===== src/hdl/uaux_pkg.sv =====
// constants, function codes and types for the auxiliary pin signalling block
// assumes one system clock; function codes come from configuration storage
package uaux_pkg;

  // pin function codes, as held in configuration storage
  typedef logic [1:0] uaux_fn_t;

  localparam uaux_fn_t UAUX_FN_GPIO = 2'h0;
  localparam uaux_fn_t UAUX_FN_TXACT = 2'h1;
  localparam uaux_fn_t UAUX_FN_TXLED = 2'h2;
  localparam uaux_fn_t UAUX_FN_SUSP = 2'h1;
  localparam uaux_fn_t UAUX_FN_INTR = 2'h1;
  localparam uaux_fn_t UAUX_FN_PWREN = 2'h1;
  localparam uaux_fn_t UAUX_FN_RXLED = 2'h2;

  // functions in force until storage has been captured after reset
  localparam uaux_fn_t UAUX_RST_FN = 2'h0;

  // device interface configuration, one of three
  typedef logic [1:0] uaux_cfg_t;

  localparam uaux_cfg_t UAUX_CFG_0 = 2'h0;
  localparam uaux_cfg_t UAUX_CFG_1 = 2'h1;
  localparam uaux_cfg_t UAUX_CFG_2 = 2'h2;
  localparam uaux_cfg_t UAUX_RST_CFG = 2'h0;

  // idle level of the active-low activity leds (off)
  localparam logic UAUX_LED_OFF = 1'h1;

  // transmit-active sequencer states
  typedef enum logic [1:0] {
    UAUX_TX_IDLE,
    UAUX_TX_LEAD,
    UAUX_TX_SEND
  } uaux_txst_e;

endpackage


===== src/hdl/uaux_tx_if.sv =====
// link between the transmit-active sequencer and the uart transmit core
// assumes the core updates its serial output on the clock edge after a tick
`timescale 1ns/10ps
interface uaux_tx_if;
  logic req;
  logic tick;
  logic last;
  logic launch;
  logic active;

  modport act (
    input req,
    input tick,
    input last,
    output launch,
    output active
  );

  modport core (
    output req,
    output tick,
    output last,
    input launch,
    input active
  );
endinterface


===== src/hdl/uaux_top.sv =====
// auxiliary pin signalling around the uart: reset, config straps, mux pins
// assumes inputs are synchronous to clk; uart core and usb core sit outside
//
// Overview of operation
// - two pulled-down straps choose three configurations
// - reset from external pin or power-on
// - transmit-active rises one bit before start
// - transmit-active falls as stop bit starts
// - transmit-active only while character is sent
// - suspend pin low during usb suspend
// - pin selectable as active-low power enable
// - led pins toggle during transmit, receive
// - pin selectable as hid interrupt input
`timescale 1ns/10ps
module uaux_top (
  input wire logic clk,
  input wire logic rstn,
  input wire logic ext_reset_n,
  input wire logic cfg_select_0,
  input wire logic cfg_select_1,
  input wire uaux_pkg::uaux_fn_t store_fn_a,
  input wire uaux_pkg::uaux_fn_t store_fn_b,
  input wire uaux_pkg::uaux_fn_t store_fn_c,
  input wire uaux_pkg::uaux_fn_t store_fn_d,
  input wire logic usb_suspend,
  input wire logic usb_ready,
  input wire logic tx_req,
  input wire logic bit_tick,
  input wire logic tx_last,
  input wire logic rx_busy,
  input wire logic mux_pin_a_in,
  input wire logic mux_pin_b_in,
  input wire logic mux_pin_c_in,
  input wire logic mux_pin_d_in,
  output logic tx_launch,
  output logic tx_active,
  output uaux_pkg::uaux_cfg_t cfg_mode,
  output logic cfg_valid,
  output logic sys_rst_n,
  output logic hid_interrupt,
  output logic mux_pin_a_out,
  output logic mux_pin_a_oe,
  output logic mux_pin_b_out,
  output logic mux_pin_b_oe,
  output logic mux_pin_c_out,
  output logic mux_pin_c_oe,
  output logic mux_pin_d_out,
  output logic mux_pin_d_oe
);
  import uaux_pkg::*;

  logic rst_meta_q;
  logic rst_sync_q;
  logic loaded_q;
  uaux_cfg_t cfg_q;
  uaux_fn_t fn_a_q;
  uaux_fn_t fn_b_q;
  uaux_fn_t fn_c_q;
  uaux_fn_t fn_d_q;
  logic transmit_activity_led_q;
  logic receive_activity_led_q;
  logic susp_n_q;
  logic power_enable_n_q;
  logic hid_irq_q;
  logic any_rst_n;
  uaux_tx_if txi ();

  // ----------------------------------------------------------------
  // reset merge
  // ----------------------------------------------------------------
  // either source resets
  // a pin held high, floating-high or pulled high never asserts reset;
  // release is synchronised so all flops leave reset on one edge
  assign any_rst_n = rstn & ext_reset_n;

  always_ff @(posedge clk or negedge any_rst_n) begin
    if (!any_rst_n) begin
      rst_meta_q <= 1'b0;
      rst_sync_q <= 1'b0;
    end else begin
      rst_meta_q <= 1'b1;
      rst_sync_q <= rst_meta_q;
    end
  end

  assign sys_rst_n = rst_sync_q;

  // ----------------------------------------------------------------
  // strap and storage capture
  // ----------------------------------------------------------------
  // straps choose configuration
  // functions from storage
  // captured on the first edge after release; both straps high folds
  // onto the third configuration since only three exist
  always_ff @(posedge clk or negedge rst_sync_q) begin
    if (!rst_sync_q) begin
      loaded_q <= 1'b0;
      cfg_q <= UAUX_RST_CFG;
      fn_a_q <= UAUX_RST_FN;
      fn_b_q <= UAUX_RST_FN;
      fn_c_q <= UAUX_RST_FN;
      fn_d_q <= UAUX_RST_FN;
    end else if (!loaded_q) begin
      loaded_q <= 1'b1;
      case ({cfg_select_1, cfg_select_0})
        2'b00: cfg_q <= UAUX_CFG_0;
        2'b01: cfg_q <= UAUX_CFG_1;
        default: cfg_q <= UAUX_CFG_2;
      endcase
      fn_a_q <= store_fn_a;
      fn_b_q <= store_fn_b;
      fn_c_q <= store_fn_c;
      fn_d_q <= store_fn_d;
    end
  end

  assign cfg_mode = cfg_q;
  assign cfg_valid = loaded_q;

  // ----------------------------------------------------------------
  // transmit-active sequencer
  // ----------------------------------------------------------------
  assign txi.req = tx_req;
  assign txi.tick = bit_tick;
  assign txi.last = tx_last;
  assign tx_launch = txi.launch;
  assign tx_active = txi.active;

  uaux_txact u_txact (
    .clk(clk),
    .rstn(rst_sync_q),
    .txi(txi)
  );

  // ----------------------------------------------------------------
  // indicators
  // ----------------------------------------------------------------
  // leds toggle on activity
  // toggling per bit keeps the led visibly lit without a long stretcher
  always_ff @(posedge clk or negedge rst_sync_q) begin
    if (!rst_sync_q) begin
      transmit_activity_led_q <= UAUX_LED_OFF;
    end else if (!txi.active) begin
      transmit_activity_led_q <= UAUX_LED_OFF;
    end else if (bit_tick) begin
      transmit_activity_led_q <= ~transmit_activity_led_q;
    end
  end

  always_ff @(posedge clk or negedge rst_sync_q) begin
    if (!rst_sync_q) begin
      receive_activity_led_q <= UAUX_LED_OFF;
    end else if (!rx_busy) begin
      receive_activity_led_q <= UAUX_LED_OFF;
    end else if (bit_tick) begin
      receive_activity_led_q <= ~receive_activity_led_q;
    end
  end

  always_ff @(posedge clk or negedge rst_sync_q) begin
    if (!rst_sync_q) begin
      susp_n_q <= 1'b1;
    end else begin
      susp_n_q <= ~usb_suspend;
    end
  end

  // power enable low
  // not ready in suspend, so an external receiver is shut off too
  always_ff @(posedge clk or negedge rst_sync_q) begin
    if (!rst_sync_q) begin
      power_enable_n_q <= 1'b1;
    end else begin
      power_enable_n_q <= ~(usb_ready & ~usb_suspend);
    end
  end

  // hid interrupt input
  // the hid slave pulls the line low while a report is pending
  always_ff @(posedge clk or negedge rst_sync_q) begin
    if (!rst_sync_q) begin
      hid_irq_q <= 1'b0;
    end else begin
      hid_irq_q <= (fn_c_q == UAUX_FN_INTR) & ~mux_pin_c_in;
    end
  end

  assign hid_interrupt = hid_irq_q;

  // ----------------------------------------------------------------
  // pin multiplexing
  // ----------------------------------------------------------------
  // unselected leaves pin
  // echo gate relies on this being low between characters
  always_comb begin
    mux_pin_a_out = 1'b0;
    mux_pin_a_oe = 1'b0;
    case (fn_a_q)
      UAUX_FN_TXACT: begin
        mux_pin_a_out = txi.active;
        mux_pin_a_oe = 1'b1;
      end
      UAUX_FN_TXLED: begin
        mux_pin_a_out = transmit_activity_led_q;
        mux_pin_a_oe = 1'b1;
      end
      default: begin
        mux_pin_a_out = 1'b0;
        mux_pin_a_oe = 1'b0;
      end
    endcase
  end

  assign mux_pin_b_out = (fn_b_q == UAUX_FN_SUSP) & susp_n_q;
  assign mux_pin_b_oe = (fn_b_q == UAUX_FN_SUSP);

  // input only: an interrupt pin is never driven
  assign mux_pin_c_out = 1'b0;
  assign mux_pin_c_oe = 1'b0;

  always_comb begin
    mux_pin_d_out = 1'b0;
    mux_pin_d_oe = 1'b0;
    case (fn_d_q)
      UAUX_FN_PWREN: begin
        mux_pin_d_out = power_enable_n_q;
        mux_pin_d_oe = 1'b1;
      end
      UAUX_FN_RXLED: begin
        mux_pin_d_out = receive_activity_led_q;
        mux_pin_d_oe = 1'b1;
      end
      default: begin
        mux_pin_d_out = 1'b0;
        mux_pin_d_oe = 1'b0;
      end
    endcase
  end
endmodule


===== src/hdl/uaux_txact.sv =====
// transmit-active sequencer: one bit period of lead, drop with the stop bit
// assumes tick is a one-cycle pulse at each bit boundary of the uart core
`timescale 1ns/10ps
module uaux_txact (
  input wire logic clk,
  input wire logic rstn,
  uaux_tx_if.act txi
);
  import uaux_pkg::*;

  uaux_txst_e st_q;
  logic active_q;

  // ----------------------------------------------------------------
  // sequencer
  // ----------------------------------------------------------------
  // lead by one bit
  always_ff @(posedge clk or negedge rstn) begin
    if (!rstn) begin
      st_q <= UAUX_TX_IDLE;
    end else begin
      case (st_q)
        UAUX_TX_IDLE: begin
          // entering on a tick makes the lead exactly one bit long
          if (txi.req && txi.tick) begin
            st_q <= UAUX_TX_LEAD;
          end
        end
        UAUX_TX_LEAD: begin
          if (txi.tick) begin
            st_q <= UAUX_TX_SEND;
          end
        end
        UAUX_TX_SEND: begin
          if (txi.tick && txi.last) begin
            st_q <= UAUX_TX_IDLE;
          end
        end
        default: begin
          st_q <= UAUX_TX_IDLE;
        end
      endcase
    end
  end

  always_ff @(posedge clk or negedge rstn) begin
    if (!rstn) begin
      active_q <= 1'b0;
    end else if (st_q == UAUX_TX_IDLE && txi.req && txi.tick) begin
      active_q <= 1'b1;
    end else if (st_q == UAUX_TX_SEND && txi.tick && txi.last) begin
      active_q <= 1'b0;
    end
  end

  // the core drives the start bit on the edge after launch
  assign txi.launch = (st_q == UAUX_TX_LEAD) && txi.tick;
  assign txi.active = active_q;
endmodule

===== config.mk =====
export PLATFORM = sky130hd
export DESIGN_NAME = uaux_top
export DESIGN_NICKNAME = d
export VERILOG_FILES = /design/src/hdl/uaux_pkg.sv /design/src/hdl/uaux_tx_if.sv /design/src/hdl/uaux_top.sv /design/src/hdl/uaux_txact.sv
export SDC_FILE = /design/constraint.sdc
export NUM_CORES = 1
export LEC_CHECK = 0
export ABC_CLOCK_PERIOD_IN_PS = 1000
export BUFFER_PORTS_ARGS = -buffer_cell sky130_fd_sc_hd__buf_2
export CORE_AREA = 2 2 48 50
export CTS_CLUSTER_DIAMETER = 200
export DETAILED_ROUTE_END_ITERATION = 16
export DIE_AREA = 0 0 50 52
export PLACE_DENSITY = 0.75
export SLEW_MARGIN = 10
export SYNTH_ARGS = -nofsm -noshare
export SYNTH_HDL_FRONTEND = slang
export SYNTH_SLANG_ARGS = --single-unit

===== constraint.sdc =====
create_clock -name clk -period 1 [get_ports clk]
set_input_delay 0.05 -clock clk [delete_from_list [all_inputs] [get_ports clk]]
set_output_delay 0.05 -clock clk [all_outputs]
set_load 0.02 [all_outputs]

==> summary.md <==
The flow ran to the end, but the final reports show violations. The final reports fail on negative setup slack. The run gives 0.7181 as the final RePlAce weighted congestion. The logs give 1.28 ns for the data arrival at the endpoint of the critical path and 9 for the number of violations reported at the end of detailed-routing iteration 0.

The leakage power was 0.7784 nW. Wires add up to 2193 um. The launch instance of the worst min-delay path is tx_req.

TritonCTS built the clock tree. The post-synthesis cell type with the largest combined area is dfrtp_1. The type of destination of the critical path is an output pin. Detailed-placement wirelength estimate: 1228 um. STA classifies the critical path startpoint as a register. The max-cap violation count is 0. The count of final hold-check violations was 0; the share of the clock period used by the worst path after layout was 132.9%. The post-route minimum period is 1.329 ns.

The tools report the number of search-and-repair iterations in the first detailed-routing pass as 4. The count of unique library cells instantiated by Yosys is 24. Internal power comes to 1.657 mW.

The initial antenna violation count was 0. The via count of the first global-routing pass is 787. Share of total power in the clock network: 17.2%.

The worst hold path belongs to the class in -> reg. After floorplanning, the core was sized to cover 2106 um2. Of all nets on the critical path, the largest fanout is 3. The tools report the critical path launch point as fn_a_q[1]. Between clock sinks in the finished design, the worst skew comes to 0.002804 ns. The portion of total power attributed to combinational logic is 36.2%, and the maximum vdd drop is 0.001050 V. The number of endpoints failing setup at the final stage came out at 20.

The multiplexer share of the synthesized area came out at 10.99%. Relative to the synthesized area, the layout overhead comes to 69.61%. The floorplan die width was 50 um; the clock edge transition at the registers on the reported setup and hold paths was 0.11 ns. The number of top-level pins was 38. For the maximum number of pins on one net before global-route repair, the log shows 20.

The launch point of the worst reg-to-reg path is u_txact.txi.active. In this run the power spent charging and discharging nets is 0.6811 mW. Synthesis produced a netlist whose cell count is 74. The run gives -2.240 ns as the final setup TNS. A synthesized cell averages 12.46 um2. The floorplan step set the die height to 52 um. Setup repair after global routing could not meet its margin everywhere.

The area of the mapped netlist was 922.1 um2; the global-route total usage across every layer was 18.03%. After Yosys synthesis, XOR and XNOR cells account for 1.900% of the synthesized area. The main flop type after synthesis is dfrtp_1. The logs give 166 for the total number of nets in the final design and 0 for the final count of pins violating max slew. The total overflow left after global routing is 0. In the routed layout, each cell is associated on average with a via count of 4.602. The post-synthesis share of cell area spent on full adders, half adders and majority gates was 5.427%; the final routed wire length divided by cell count was 13.21 um. For this run, the number of Yosys warnings is 0. Timing would allow up to 0.7523 GHz. For this run, design rule violations remaining after detail routing come to 0. For the setup slack of the critical path after layout, the log shows -0.3293 ns.

By area the synthesized netlist is led by dfrtp_1, dfstp_2, mux2_2. Summing the sequential cell areas from Yosys gives 57.53% of the chip area. The tools report the buffer cell driving the clock tree root as clkbuf_4. After filler insertion, the fill cell instance count of the layout stands at 129. Summed over its instances, the top area cell type makes up 46.13% of the synthesized netlist area. Of the cells placed in the final design, the portion with a size suffix greater than 1 is 55.80%. For the global-route wire length before repair, the log shows 3408 um. For this run, asynchronously set or reset flops after synthesis account for 100.0%. By startpoint and endpoint, the worst setup path is classified as reg -> out. In this run the deepest clock path goes through 2 buffers.

The synthesized design contains 0 enable-type register cells. For the H-tree depth reported by CTS, the log shows 1. Timing analysis after detailed placement gives a worst setup slack of -0.04367 ns. Summing the areas of all compound-gate instances in the mapped netlist gives 4.613% of the synthesized area.

Hold timing on the final database bottoms out at a slack of 0.02546 ns. The synthesized netlist devotes 11.80% of its cell area to simple gates. After floorplanning, the core was divided into 17 placement rows. Input and output buffers added on the ports amount to 32. The count of nets left with antenna violations once routing finished came out at 0. The total power draw is 2.339 mW, and the sequential share of power is 46.6%.

CTS saw 21 sinks. Once the floorplan was initialized, standard cells occupied 43.79% of the core. For the number of diodes added for antenna fixing, the log shows 0. The signal on the critical path passes through inv_1, ha_2, a22oi_2, nor2_2, buf_6. Clock latency on the worst-skew pair, taken at its later pin, is 0.30 ns. Among all stages on the critical path, the largest delay is contributed by dfrtp_1.

Net switching is 29.13% of the power. The floorplan step defined a die boundary enclosing 2600 um2. The final route contains 764 vias. The delay of the slowest cell on the worst path was 0.44 ns. The number of synthesized register bits is 21. Data on the critical path is required at its endpoint by 0.95 ns.

In this run the power density over the cells is 1495 nW/um2. After synthesis, the largest family of logic cells by area is simple AND/OR/NAND/NOR gates. In this run, CTS created clock tree buffers numbering 3.
==> power by group through the flow <==
stage | Sequential (mW) | Combinational (mW) | Clock [mW]
after floorplan | 1.11 | 0.333 | 0
after global placement | 1.09 | 0.491 | 0
after detailed placement | 1.10 | 0.508 | 0
after CTS | 1.08 | 0.755 | 0.407
after global routing | 1.10 | 0.914 | 0.465
final | 1.09 | 0.847 | 0.402
==> cells in the mapped netlist, drive strengths merged (2+ instances only) <==
cell type / count
inv: 8
dfstp: 4
xnor2: 2
nor2: 2
dfrtp: 17
nand2b: 2
and2: 2
buf: 4
conb: 2
a22oi: 2
nand3b: 2
ha: 4
nand2: 5
mux2: 9
==> cells by family (layout without fill, tap and decap cells) <==
| logic type | count (synthesis) | count (layout) |
|---|---|---|
| mux | 9 | 9 |
| buf+inv | 12 | 74 |
| simple gates | 18 | 18 |
| compound gates | 6 | 6 |
| fa+ha+maj | 4 | 4 |
| flops | 21 | 21 |
| xor+xnor | 2 | 2 |
| other cells | 2 | 4 |
==> critical path, delay by kind of cell (launching register included) <==
family / cells / cell delay, ns
flops: 1 / 0.44
buf+inv: 2 / 0.19
fa+ha+maj: 1 / 0.17
compound gates: 1 / 0.13
simple gates: 1 / 0.05
==> cell usage in the layout (no fill, tap or decap) <==
cell	n
dfrtp_1	15
nand2b_1	2
buf_6	13
buf_2	25
nor2_2	2
inv_2	2
a211o_1	1
ha_1	1
clkbuf_1	1
nand2_1	5
a31o_4	1
a21oi_1	1
clkbuf_16	1
conb_1	4
buf_4	6
nor2b_4	1
nand3b_1	2
inv_1	6
dfstp_2	4
mux2_4	8
and2_1	1
dlygate4sd3_1	16
and4bb_1	1
a22oi_2	2
ha_2	2
dfrtp_2	2
and2b_1	1
and3b_2	1
mux2_2	1
clkbuf_4	3
and2_4	1
nor3b_1	1
xnor2_1	2
o21ai_1	1
ha_4	1
buf_12	1
==> state kept, by name, summed over array words and instances (netlist names), 2 cells and up <==
name / count
cfg_mode: 2
fn_c_q: 2
fn_b_q: 2
fn_a_q: 2
fn_d_q: 2
u_txact.st_q: 2
==> worst paths after layout <==
kind / endpoint / slack, ns / cells after the start
max in group asynchronous: sys_rst_n / 0.13 / 4
max: mux_pin_a_out / -0.33 / 5
min: u_txact.st_q[0] / 0.03 / 3
max reg2reg: u_txact.txi.active / -0.06 / 3
min in group asynchronous: rst_meta_q / 0.21 / 3
min reg2reg: cfg_mode[0] / 0.23 / 1
==> metal layers <==
metal	global-route usage (%)	wire, um	vias up
li1	-	-	362
met1	19.62	836	370
met2	33.55	1235	28
met3	3.161	100	4
met4	8.796	21	0
met5	0	0	-
==> final cells by class <==
cell class / count / area, um2 / share of cell area [%]
tap: 28 / 35.03 / 2.240
inverter: 8 / 30.03 / 1.920
timing repair buffer: 62 / 521.8 / 33.36
clock buffer: 4 / 26.28 / 1.680
multi-input combinational: 43 / 417.9 / 26.72
sequential: 21 / 533.0 / 34.08
==> through the flow <==
step	instances	utilization [%]	area (um2)
6_report	166	74.27	1564
5_1_grt	166	74.27	1564
4_1_cts	163	71.12	1498
3_5_place_dp	134	53.54	1127
3_3_place_gp	134	53.54	1127
2_1_floorplan	76	-	954.7
==> what timing repair did <==
action | 4_1_cts | 5_1_grt
gates cloned | 1 | 0
hold endpoints to repair | 16 | 0
pin swaps | 5 | 2
resized for setup | 20 | 19
setup endpoints to repair | 15 | 21
hold buffers | 16 | 0
buffers inserted | 8 | 3
Note: power is estimated with default switching activity, not from simulation.
